[src/hw/serial_pkg.sv]
// Shared constants and types for the asynchronous serial port core
package serial_pkg;

  // Register byte offsets
  localparam logic [7:0] OFF_BAUD = 8'h00;
  localparam logic [7:0] OFF_CTRL = 8'h04;
  localparam logic [7:0] OFF_STAT = 8'h08;
  localparam logic [7:0] OFF_DATA = 8'h0c;

  // Control register bit positions
  localparam int CB_TXEN  = 0;
  localparam int CB_RXEN  = 1;
  localparam int CB_SBK   = 2;
  localparam int CB_LBRK  = 3;
  localparam int CB_NINE  = 4;
  localparam int CB_TX_INVERT = 5;
  localparam int CB_RX_INVERT = 6;
  localparam int CB_T8    = 7;

  // Status register bit positions
  localparam int SB_R8   = 0;
  localparam int SB_FE   = 1;
  localparam int SB_NF   = 2;
  localparam int SB_OR   = 3;
  localparam int SB_RX_BUFFER_FULL = 5;
  localparam int SB_TC   = 6;
  localparam int SB_TX_BUFFER_EMPTY = 7;

  // Values after reset
  localparam logic [15:0] BAUD_RST = 16'h001b;
  localparam logic [7:0]  CTRL_RST = 8'h00;

  // Frame and break lengths in bit times
  localparam logic [3:0] LEN_8      = 4'ha;
  localparam logic [3:0] LEN_9      = 4'hb;
  localparam logic [3:0] LEN_8_LONG = 4'hd;
  localparam logic [3:0] LEN_9_LONG = 4'he;

  // Oversampling positions inside one bit time, RT1 is the edge sample
  localparam logic [4:0] RT_FIRST = 5'h01;
  localparam logic [4:0] RT_3     = 5'h03;
  localparam logic [4:0] RT_5     = 5'h05;
  localparam logic [4:0] RT_7     = 5'h07;
  localparam logic [4:0] RT_8     = 5'h08;
  localparam logic [4:0] RT_9     = 5'h09;
  localparam logic [4:0] RT_10    = 5'h0a;
  localparam logic [4:0] RT_LAST  = 5'h10;
  localparam logic [3:0] SUB_LAST = 4'hf;

  // Index of the stop bit, counting the start bit as zero
  localparam logic [3:0] STOP_IDX_8 = 4'h9;
  localparam logic [3:0] STOP_IDX_9 = 4'ha;

  // Receiver states, Gray coded along hunt, start, bits
  typedef enum logic [1:0] {
    RX_HUNT  = 2'b00,
    RX_START = 2'b01,
    RX_BITS  = 2'b11
  } rx_st_e;

endpackage

[src/hw/async_serial_tx_rx_core.sv]
// Full-duplex asynchronous serial port core with APB register access
// Notes on behaviour
// - One data address: read gives receive buffer, write loads transmit buffer.
// - One baud generator from the bus clock feeds transmitter and receiver.
// - Transmit line idles high after reset; invert control flips every level.
// - Enabling the transmitter queues one idle frame, then waits for data.
// - Transmit frame is 10 bits, or 11 in nine-bit mode.
// - Free shifter takes buffered character on bit tick and sets buffer-empty.
// - Nothing waiting after stop bit: set transmit-complete, line stays idle.
// - Disabling transmitter keeps the pin until data, idle, break all finish.
// - A send-break pulse queues one break; still high at load queues another.
// - Break lasts 10 or 11 bit times, 13 or 14 with long break.
// - Transmit enable off then on queues one idle frame.
// - Receive enable starts receiver; receive invert flips input first.
// - Frame: low start, eight or nine data bits LSB first, high stop.
// - After stop, move to buffer and set full; if full, set overrun instead.
// - Sample at 16x; a low after three highs is a falling edge.
// - Start qualified by two of three low samples at RT3, RT5, RT7.
// - Each bit decided by majority at RT8-10; start bit forced low.
// - Any sample disagreeing with its bit level sets noise at transfer.
// - Edge search runs all the time and resyncs bit phase on each edge.
// - Framing error on a non-break preloads three high edge samples.
// - While framing flag is set, completed characters are not transferred.
// - Receive-full clears by status read while set, then data read.
// - Ninth transmit bit copied into shifter together with the data byte.
//
// The address map and the APB interface to the registers were decided locally.
`timescale 1ns/100ps
module async_serial_tx_rx_core
  import serial_pkg::*;
#(
  parameter int ADDR_W = 8,
  parameter int DIV_W  = 16
) (
  input  wire logic              clk,
  input  wire logic              sys_rst,
  input  wire logic              clk_en,
  input  wire logic              psel,
  input  wire logic              penable,
  input  wire logic              pwrite,
  input  wire logic [ADDR_W-1:0] paddr,
  input  wire logic [31:0]       pwdata,
  output logic      [31:0]       prdata,
  output logic                   pready,
  output logic                   pslverr,
  output logic                   txd,
  output logic                   tx_owned,
  input  wire logic              rxd
);

  ////////////////////////////////////////////////////////////////////////////
  // Parameter checks
  if (ADDR_W < 8 || DIV_W < 16 || DIV_W > 32) begin : g_bad_param
    $error("async_serial_tx_rx_core: ADDR_W must be >= 8, DIV_W 16..32");
  end

  // All state of the block
  typedef struct packed {
    logic [DIV_W-1:0] baud_div;
    logic [DIV_W-1:0] div_cnt;
    logic [7:0]       ctrl;
    logic [7:0]       tx_buf;
    logic             tx_buffer_empty;
    logic             tc;
    logic             brk_q;
    logic             idle_q;
    logic [3:0]       tx_sub;
    logic [13:0]      tx_sh;
    logic [3:0]       tx_cnt;
    logic             txd;
    logic             owned;
    rx_st_e           rx_st;
    logic [4:0]       rt;
    logic [2:0]       vote;
    logic [2:0]       hist;
    logic [3:0]       bit_idx;
    logic [8:0]       rx_sh;
    logic             rx_nf;
    logic [8:0]       rx_buf;
    logic             rx_buffer_full;
    logic             ovr;
    logic             nf;
    logic             fe;
    logic [3:0]       arm;
    logic [31:0]      rdata;
    logic             ready;
    logic             err;
  } core_s;

  core_s st_r;
  core_s st_nxt;

  // Events exposed for the checks below
  logic tick;
  logic bit_tick;
  logic ld_data;
  logic ld_brk;
  logic rx_done;
  logic rx_stop;
  logic rx_brk;
  logic fall;
  logic acc_done;
  logic stat_rd;
  logic data_rd;

  function automatic logic maj3(input logic [2:0] v);
    return (v[0] & v[1]) | (v[0] & v[2]) | (v[1] & v[2]);
  endfunction

  ////////////////////////////////////////////////////////////////////////////
  // Next-state logic
  always_comb begin
    logic [ADDR_W-1:0] a;
    logic              nine;
    logic              rx_s;
    logic [4:0]        rt_inc;
    logic [2:0]        vote3;
    logic              lvl;
    logic [8:0]        word;
    logic [3:0]        stop_idx;
    logic [7:0]        stat;
    st_nxt   = st_r;
    a        = paddr;
    nine     = st_r.ctrl[CB_NINE];
    rx_s     = rxd ^ st_r.ctrl[CB_RX_INVERT];
    rt_inc   = (st_r.rt == RT_LAST) ? RT_FIRST : st_r.rt + 5'h01;
    vote3    = st_r.vote;
    lvl      = 1'b0;
    word     = nine ? st_r.rx_sh : {1'b0, st_r.rx_sh[8:1]};
    stop_idx = nine ? STOP_IDX_9 : STOP_IDX_8;
    stat     = {st_r.tx_buffer_empty, st_r.tc, st_r.rx_buffer_full, 1'b0, st_r.ovr, st_r.nf, st_r.fe,
                st_r.rx_buf[8]};
    ld_data  = 1'b0;
    ld_brk   = 1'b0;
    rx_done  = 1'b0;
    rx_stop  = 1'b0;
    rx_brk   = 1'b0;
    fall     = (st_r.hist == 3'b111) && !rx_s;
    acc_done = psel && penable && st_r.ready;
    stat_rd  = acc_done && !pwrite && (a[7:0] == OFF_STAT);
    data_rd  = acc_done && !pwrite && (a[7:0] == OFF_DATA);

    // Shared 16x tick: bus clock divided by the programmed modulo
    tick = (st_r.baud_div != '0) && (st_r.div_cnt == st_r.baud_div - 1'b1);
    st_nxt.div_cnt = (tick || st_r.baud_div == '0) ? '0 : st_r.div_cnt + 1'b1;
    bit_tick = tick && (st_r.tx_sub == SUB_LAST);
    if (tick) begin
      st_nxt.tx_sub = st_r.tx_sub + 4'h1;
    end

    // Bus slave: one wait state, read data captured in the first access cycle
    st_nxt.ready = psel && penable && !st_r.ready;
    if (psel && penable && !st_r.ready) begin
      st_nxt.err   = 1'b0;
      st_nxt.rdata = 32'h0000_0000;
      case (a[7:0])
        OFF_BAUD: st_nxt.rdata[DIV_W-1:0] = st_r.baud_div;
        OFF_CTRL: st_nxt.rdata[7:0] = st_r.ctrl;
        OFF_STAT: st_nxt.rdata[7:0] = stat;
        OFF_DATA: st_nxt.rdata[7:0] = st_r.rx_buf[7:0];
        default:  st_nxt.err = 1'b1;
      endcase
      if (a[ADDR_W-1:2] > (ADDR_W-2)'(OFF_DATA[7:2]) || a[1:0] != 2'b00) begin
        st_nxt.err = 1'b1;
      end
    end

    // Register writes and the flag-clearing sequence take effect at completion
    if (acc_done && pwrite) begin
      case (a[7:0])
        OFF_BAUD: begin
          st_nxt.baud_div = pwdata[DIV_W-1:0];
          st_nxt.div_cnt  = '0;
        end
        OFF_CTRL: begin
          st_nxt.ctrl = pwdata[7:0];
          if (pwdata[CB_TXEN] && !st_r.ctrl[CB_TXEN]) begin
            st_nxt.idle_q = 1'b1;
            st_nxt.tc     = 1'b0;
          end
          if (pwdata[CB_SBK] && !st_r.ctrl[CB_SBK]) begin
            st_nxt.brk_q = 1'b1;
            st_nxt.tc    = 1'b0;
          end
        end
        OFF_DATA: begin
          st_nxt.tx_buf = pwdata[7:0];
          st_nxt.tx_buffer_empty   = 1'b0;
          st_nxt.tc     = 1'b0;
        end
        default: ;
      endcase
    end
    // Status read arms the clear; data read clears what was seen set
    if (stat_rd) begin
      st_nxt.arm = {st_r.rx_buffer_full, st_r.ovr, st_r.nf, st_r.fe};
    end
    if (data_rd) begin
      st_nxt.rx_buffer_full = st_r.rx_buffer_full & ~st_r.arm[3];
      st_nxt.ovr  = st_r.ovr & ~st_r.arm[2];
      st_nxt.nf   = st_r.nf & ~st_r.arm[1];
      st_nxt.fe   = st_r.fe & ~st_r.arm[0];
      st_nxt.arm  = 4'h0;
    end

    // Transmitter: shifter advances one bit per 16 ticks
    if (bit_tick) begin
      if (st_r.tx_cnt > 4'h1) begin
        st_nxt.tx_sh  = {1'b1, st_r.tx_sh[13:1]};
        st_nxt.tx_cnt = st_r.tx_cnt - 4'h1;
      end else if (st_r.idle_q) begin
        st_nxt.tx_sh  = '1;
        st_nxt.tx_cnt = nine ? LEN_9 : LEN_8;
        st_nxt.idle_q = 1'b0;
      end else if (st_r.brk_q) begin
        ld_brk        = 1'b1;
        st_nxt.tx_sh  = '0;
        st_nxt.tx_cnt = st_r.ctrl[CB_LBRK] ? (nine ? LEN_9_LONG : LEN_8_LONG)
                                           : (nine ? LEN_9 : LEN_8);
        st_nxt.brk_q  = st_r.ctrl[CB_SBK];
      end else if (!st_r.tx_buffer_empty && st_r.ctrl[CB_TXEN]) begin
        ld_data       = 1'b1;
        // Start low first, stop high last, LSB first on the line
        st_nxt.tx_sh  = nine ? {3'b111, 1'b1, st_r.ctrl[CB_T8], st_r.tx_buf, 1'b0}
                             : {4'hf, 1'b1, st_r.tx_buf, 1'b0};
        st_nxt.tx_cnt = nine ? LEN_9 : LEN_8;
        st_nxt.tx_buffer_empty   = 1'b1;
      end else begin
        if (st_r.tx_cnt == 4'h1) begin
          st_nxt.tc = 1'b1;
        end
        st_nxt.tx_cnt = 4'h0;
      end
    end
    // Pin stays owned while anything is in flight or queued
    st_nxt.owned = st_nxt.ctrl[CB_TXEN] || st_nxt.tx_cnt != 4'h0 ||
                   st_nxt.idle_q || st_nxt.brk_q;
    st_nxt.txd = ((st_nxt.tx_cnt != 4'h0) ? st_nxt.tx_sh[0] : 1'b1)
                 ^ st_nxt.ctrl[CB_TX_INVERT];

    // Receiver: 16x sampling, edge history always kept while enabled
    if (!st_r.ctrl[CB_RXEN]) begin
      st_nxt.rx_st = RX_HUNT;
      st_nxt.hist  = 3'h0;
    end else if (tick) begin
      st_nxt.hist = {st_r.hist[1:0], rx_s};
      case (st_r.rx_st)
        RX_HUNT: begin
          if (fall) begin
            st_nxt.rx_st   = RX_START;
            st_nxt.rt      = RT_FIRST;
            st_nxt.rx_nf   = 1'b0;
            st_nxt.bit_idx = 4'h0;
          end
        end
        RX_START: begin
          st_nxt.rt = rt_inc;
          if (rt_inc == RT_3 || rt_inc == RT_5 || rt_inc == RT_7) begin
            vote3 = {st_r.vote[1:0], rx_s};
          end
          st_nxt.vote = vote3;
          if (rt_inc == RT_7) begin
            if (maj3(vote3)) begin
              st_nxt.rx_st = RX_HUNT;
            end else begin
              st_nxt.rx_st = RX_BITS;
              st_nxt.rx_nf = (vote3 != 3'b000);
            end
          end
        end
        RX_BITS: begin
          // A fresh edge restarts the bit phase at RT1
          st_nxt.rt = fall ? RT_FIRST : rt_inc;
          if (!fall && (rt_inc == RT_8 || rt_inc == RT_9 || rt_inc == RT_10)) begin
            vote3 = {st_r.vote[1:0], rx_s};
          end
          st_nxt.vote = vote3;
          if (!fall && rt_inc == RT_10) begin
            lvl = (st_r.bit_idx == 4'h0) ? 1'b0 : maj3(vote3);
            if (vote3 != {3{lvl}}) begin
              st_nxt.rx_nf = 1'b1;
            end
            if (st_r.bit_idx != 4'h0 && st_r.bit_idx != stop_idx) begin
              st_nxt.rx_sh = {lvl, st_r.rx_sh[8:1]};
            end
            st_nxt.bit_idx = st_r.bit_idx + 4'h1;
            if (st_r.bit_idx == stop_idx) begin
              rx_done      = 1'b1;
              rx_stop      = lvl;
              rx_brk       = !lvl && (word == 9'h000);
              st_nxt.rx_st = RX_HUNT;
              // Skip the three-high wait so a back-to-back start is caught
              st_nxt.hist  = (!lvl && !rx_brk) ? 3'b111 : 3'b000;
              if (st_r.fe) begin
                // Shifter keeps running but nothing lands in the buffer
              end else if (st_r.rx_buffer_full && st_nxt.rx_buffer_full) begin
                st_nxt.ovr = 1'b1;
              end else begin
                st_nxt.rx_buf = word;
                st_nxt.rx_buffer_full   = 1'b1;
                st_nxt.nf     = st_nxt.rx_nf;
                st_nxt.fe     = !lvl;
              end
            end
          end
        end
        default: st_nxt.rx_st = RX_HUNT;
      endcase
    end
  end

  ////////////////////////////////////////////////////////////////////////////
  // State register, frozen while the clock enable is low
  always_ff @(posedge clk) begin
    if (sys_rst) begin
      st_r          <= '0;
      st_r.baud_div <= DIV_W'(BAUD_RST);
      st_r.ctrl     <= CTRL_RST;
      st_r.tx_buffer_empty     <= 1'b1;
      st_r.tc       <= 1'b1;
      st_r.txd      <= 1'b1;
      st_r.rx_st    <= RX_HUNT;
    end else if (clk_en) begin
      st_r <= st_nxt;
    end
  end

  // Outputs straight from the state flops
  assign prdata   = st_r.rdata;
  assign pready   = st_r.ready;
  assign pslverr  = st_r.err;
  assign txd      = st_r.txd;
  assign tx_owned = st_r.owned;

  // Receive line as the voter sees it, for the start rejection check
  logic rx_s_q;
  assign rx_s_q = rxd ^ st_r.ctrl[CB_RX_INVERT];
endmodule

[config.mk]
export PLATFORM = sky130hd
export DESIGN_NAME = async_serial_tx_rx_core
export DESIGN_NICKNAME = d
export VERILOG_FILES = /design/src/hw/serial_pkg.sv /design/src/hw/async_serial_tx_rx_core.sv
export SDC_FILE = /design/constraint.sdc
export NUM_CORES = 1
export LEC_CHECK = 0
export BUFFER_PORTS_ARGS = -buffer_cell sky130_fd_sc_hd__clkbuf_2
export CORE_UTILIZATION = 45
export DETAILED_ROUTE_END_ITERATION = 16
export MAX_ROUTING_LAYER = met4
export PLACE_DENSITY = 0.67
export SLEW_MARGIN = 15
export SYNTH_ARGS = -nofsm -noshare
export SYNTH_HDL_FRONTEND = slang
export SYNTH_SLANG_ARGS = --single-unit
[constraint.sdc]
create_clock -name clk -period 3.9 [get_ports clk]
set_input_delay 0.195 -clock clk [delete_from_list [all_inputs] [get_ports clk]]
set_output_delay 0.195 -clock clk [all_outputs]
set_load 0.01 [all_outputs]
# Word-level counts from Yosys, hierarchy flattened
# Cells that the tools add are included.
[totals]
in_bits = 47
register_bits = 138
wordCells = 237
out_inout_bits = 36
latch_bits = 0
mem_bits_ro = 0
ramBits = 0
memories = 0
[classes]
n_bitwise = 22
reduce_logical = 68
n_mul = 0
shifts = 0
n_eq_ne = 28
mux = 80
magnitude_cmp = 2
n_addsub = 6
n_div = 0
[op_table]
columns = ["op", "count"]
rows = [
  ["$mux W18", 3],
  ["$mux W40", 1],
  ["$mux W13", 3],
  ["$mux W3", 13],
  ["$mux W36", 1],
  ["$mux W9", 4],
  ["$mux W16", 2],
  ["$pmux W8 S4", 1],
  ["$mux W30", 1],
  ["$mux W4", 7],
  ["$mux W8", 3],
  ["$mux W2", 11],
  ["$mux W10", 2],
  ["$logic_and A1 B1 Y1", 19],
  ["$reduce_and A6 Y1", 3],
  ["$mux W1", 17],
  ["$add A16 B1 Y16 const B", 1],
  ["$eq A16 B16 Y1", 1],
  ["$eq A8 B4 Y1 const B", 2],
  ["$logic_not A16 Y1", 1],
  ["$reduce_and A8 Y1", 2],
  ["$reduce_bool A16 Y1", 1],
  ["$sub A16 B1 Y16 const B", 1],
  ["$eq A5 B4 Y1 const B", 3],
  ["other kinds (47)", 103],
]

# Depth between registers and ports, before layout
[logic_depth]
depth_word = 24
mapped_depth = 14

# Worst setup path after synthesis
# Ideal clock, no wire load.
[synth_timing]
path_type = "register to register"
start = "register st_r[138] (netlist name)"
end = "register txd (netlist name)"
slack_ps = 369
arrival_time_ps = 3406
path_stages_with_launch = 13
required_ps = 3776
n_path_buf = 1
cell_sequence = "dfxtp_1 > inv_1 > ha_1 > or4b_4 > or4_1 > a2bb2oi_1 > nand4_1 > nor4_2 > buf_4 > a21oi_2 > or4_4 > and3_1 > a2111o_1"
[synth_between]
elab_chain_cells = 8
[synth_lines]
columns = ["item", "line_no", "text"]
rows = [
  ["from (decl)", "async_serial_tx_rx_core.sv:90", "core_s st_r;"],
  ["from (signal assigned)", "async_serial_tx_rx_core.sv:324", "st_r <= st_nxt;"],
  ["$sub A16 B1 Y16", "async_serial_tx_rx_core.sv:144", "tick = (st_r.baud_div != '0) && (st_r.div_cnt == st_r.baud_div - 1'b1);"],
  ["$eq A16 B16 Y1", "async_serial_tx_rx_core.sv:144", ""],
  ["$logic_and A1 B1 Y1 (*)", "async_serial_tx_rx_core.sv:144", ""],
  ["$logic_and A1 B1 Y1 (*)", "async_serial_tx_rx_core.sv:146", "bit_tick = tick && (st_r.tx_sub == SUB_LAST);"],
  ["$mux W5 (*)", "async_serial_tx_rx_core.sv:207", "if (bit_tick) begin"],
  ["$reduce_bool A4 Y1", "async_serial_tx_rx_core.sv:238", "st_nxt.txd = ((st_nxt.tx_cnt != 4'h0) ? st_nxt.tx_sh[0] : 1'b1)"],
  ["$mux W1 (*)", "async_serial_tx_rx_core.sv:238", ""],
  ["$xor A1 B1 Y1 (*)", "async_serial_tx_rx_core.sv:239", "^ st_nxt.ctrl[CB_TX_INVERT];"],
]
# Every way passes the cells marked *; elsewhere a longest branch is shown, timed or not.
# A chain may end at the register's enable or synchronous reset.

# Final worst setup path
[layout_timing]
start = "register st_r[139] (netlist name)"
end = "register txd (netlist name)"
[layout_between]
elab_chain_cells = 8
[layout_lines]
columns = ["item", "line_no"]
rows = [
  ["$sub A16 B1 Y16", "async_serial_tx_rx_core.sv:144"],
  ["$eq A16 B16 Y1", "async_serial_tx_rx_core.sv:144"],
  ["$logic_and A1 B1 Y1 (*)", "async_serial_tx_rx_core.sv:144"],
  ["$logic_and A1 B1 Y1 (*)", "async_serial_tx_rx_core.sv:146"],
  ["$mux W5 (*)", "async_serial_tx_rx_core.sv:207"],
  ["$reduce_bool A4 Y1", "async_serial_tx_rx_core.sv:238"],
  ["$mux W1 (*)", "async_serial_tx_rx_core.sv:238"],
  ["$xor A1 B1 Y1 (*)", "async_serial_tx_rx_core.sv:239"],
]
# Marks and branches as above.

==> results.json <==
{
  "yosys.area_share.xor_xnor": 0.0333,
  "synth.largest_area_cell": "dfxtp_1",
  "slew_headroom": 0.339,
  "drt-pass1-iter-count": 5,
  "crit_required_ns": 4.21,
  "drive_above_1_share": 0.131,
  "antenna_found_initial": 0,
  "fin_crit_sh": 0.955,
  "cp-start-kind": "flip-flop",
  "diodes": 0,
  "clockBufferDepth": 2,
  "synth-compound-area-share": 0.177,
  "ys.flop_type": "dfxtp_1",
  "crit_arrival_ns": 4.03,
  "gp_congestion": 0.849,
  "vdd_drop_max_mv": 0.312,
  "setup_tns_ns": 0,
  "ys_ff_latch": 138,
  "post-route-drc-count": 0,
  "die_h_um": 131,
  "cts_root_buffer": "clkbuf_16",
  "cts_tree": "built",
  "grt_setup_unrepaired": "false",
  "initial_core_util": 0.468,
  "area_growth_pct": 12.4,
  "ys_seq_area_frac": 0.366,
  "h-tree-depth": 4,
  "drt_iter0_drc": 544,
  "grt_pass1_vias": 5940,
  "synth_area_leaders": "dfxtp_1 (37%), a21oi_1 (6.3%), nand2_1 (5.7%)",
  "port_buffers": 50,
  "synth_commonest_cells": "dfxtp_1 (138), nand2_1 (115), nor2_1 (105), a21oi_1 (95), clkbuf_1 (41)",
  "via_per_inst": 5.62,
  "r2r_end": "txd$_SDFFE_PP1P_",
  "cts_sinks": 138,
  "coreArea_sq_um": 16100,
  "min_to": "st_r[150]$_SDFFE_PP0P_",
  "power.leakage_uw": 0.00324,
  "synthArstFlopShare": 0,
  "die-width_um": 131,
  "path_max_fanout": 6,
  "synth.avg_cell_area_sq_um": 8.04,
  "ff2ff_setup_slack_ns": 0.18,
  "yosysMostFrequentCell": "dfxtp_1",
  "grt_max_degree": 92,
  "antenna_left": 0,
  "vias": 6712,
  "cts_buffers": 17,
  "report.final.hold_viol_count": 0,
  "grt_pass1_wl_um": 30600,
  "worstSetupPathType": "flip-flop to flip-flop",
  "die_area_sq_um": 17300,
  "r2r-start": "st_r[139]$_SDFFE_PP1P_",
  "yosysWarningCount": 0,
  "nNetsFinal": 1023,
  "synth_edf_count": 0,
  "drv_cap": 0,
  "synthCells": 938,
  "design_area_sq_um": 8480,
  "skew_ns": 0.00757,
  "overflow": 0,
  "drt-total-wl_um": 18900,
  "min_delay_path_depth": 3,
  "rows": 46,
  "cp-end-kind": "flip-flop",
  "fin_crit_ns": 3.72,
  "rr_worst_depth": 13,
  "clock_latency_ns": 0.42,
  "placed_cell_area_sq_um": 7800,
  "slew_viol_final": 0,
  "syn-cell-area_sq_um": 7540,
  "yosysUniqueCellTypes": 73,
  "dp_hpwl_um": 13100,
  "synthAdderAreaFrac": 0.0179,
  "yosys.area_share.simple": 0.261,
  "synth_top_cell_area_share": 0.366,
  "outcome": "finished clean",
  "hold_path.class": "input pin to flip-flop",
  "hold_path_startpoint": "pwdata[12]",
  "worst_pin_slew_ns": 0.983,
  "fin_hold_ws_ns": 0.0192,
  "synth_top_family_by_area": "simple AND/OR/NAND/NOR gates",
  "pin_count": 83,
  "fin_util": 0.526,
  "clock.fmax_mhz": 269,
  "path_clk_slew_ns": 0.06,
  "grtUsageTotal": 0.226,
  "p_per_area_nw_per_um2": 358,
  "synthMuxAreaShare": 0.0715,
  "wl_per_cell_um": 15.8,
  "setup_viol": 0
}
-- state kept, by name (all words and copies together) (netlist names) --
signal and cells:
pslverr 1, prdata 16, pready 1, st_r 118
tx_owned 1, txd 1
-- area by class of cell --
| type | instances | area, sq um |
|---|---|---|
| inverters | 21 | 78.8 |
| clock buffers | 24 | 462 |
| multi-input cells | 708 | 4340 |
| flip-flops and latches | 138 | 2760 |
| well taps | 216 | 270 |
| fillers | 1564 | 7640 |
| repair buffers | 80 | 494 |
| clock inverters | 7 | 70.1 |
-- worst max-delay path, cell delays in order, from the launching register on --
cell	delay [ns]
dfxtp_2	0.35
inv_1	0.08
ha_1	0.15
or4b_4	0.48
or4_1	0.53
a2bb2oi_1	0.15
nand4_1	0.20
buf_4	0.22
nor4_4	0.17
buf_4	0.20
a21oi_2	0.05
or4_4	0.56
and3_1	0.20
a2111o_1	0.28
-- power by group --
part           switching [uW]  internal (uW)
Clock                     592            887
Sequential               7.65           1420
Combinational            91.4           42.9
Total                     691           2350
-- through the flow --
stage	worst slack [ns]	power (uW)	cells
finish	0.176	3040	1194
global route	0.0154	3140	1194
CTS	0.155	3060	1188
detailed placement	0.184	1580	1152
global placement	0.265	1580	1152
floorplan	0.369	1550	953
-- how the worst max path moves through the flow --
stage	start	end
after floorplan	st_r[138]$_SDFFE_PP1P_	txd$_SDFFE_PP1P_
after global routing	st_r[139]$_SDFFE_PP1P_	txd$_SDFFE_PP1P_
after CTS	st_r[139]$_SDFFE_PP1P_	st_r[72]$_SDFFE_PP0P_
after global placement	st_r[139]$_SDFFE_PP1P_	st_r[73]$_SDFFE_PP0P_
final	st_r[139]$_SDFFE_PP1P_	txd$_SDFFE_PP1P_
after detailed placement	st_r[139]$_SDFFE_PP1P_	st_r[74]$_SDFFE_PP0P_
-- kinds of logic (layout without fill, tap and decap cells) --
kind of cell,count (synthesis),after routing
xor gates and xnor gates,27,27
AOI/OAI and AO/OA,214,214
DFF,138,138
other,1,16
muxes,45,45
adders and majority gates,11,11
and+or+nand+nor,395,395
buffers and inverters,107,132
-- layer usage --
layer | vias to the layer above | global-route usage | wire, um
met5 | - | - | 0
met4 | 0 | 0.0575 | 173
met3 | 12 | 0.0482 | 1060
met2 | 202 | 0.327 | 8330
met1 | 3156 | 0.318 | 9310
li1 | 3342 | - | -
-- timing repair --
action,CTS,global route
hold buffers,5,0
resized for setup,0,7
setup endpoints to repair,0,21
buffers inserted,0,5
endpoints found under the hold margin,5,0
-- layout by cell type, fill, tap and decap left out, types with 5 or more instances in the layout --
cell           netlist  layout
nand2_1            115     115
nor3b_1             11      11
a21oi_1             95      95
nand3_1             37      37
buf_4               34      25
clkbuf_16            0      17
clkbuf_1            41       6
and3_1              20      19
clkbuf_2             0      49
dfxtp_1            138     137
mux2i_1             37      37
nor4_1               7       7
xor2_1               9       9
inv_1               21      21
conb_1               1      16
nor2b_1              8       8
nand3b_1            15      15
o211ai_1            17      17
or2_2                5       5
a22oi_1             16      16
and2_1               6       6
nor3_1              19      19
o21ai_0             26      26
ha_1                10      10
dlygate4sd3_1        0       5
nor2_1             105     105
nand2b_1             7       7
or3_1               11      11
nand4_1              7       7
a211oi_1            14      14
xnor2_1             17      17
mux4_2               7       7
(Power assumes the default switching activity.)
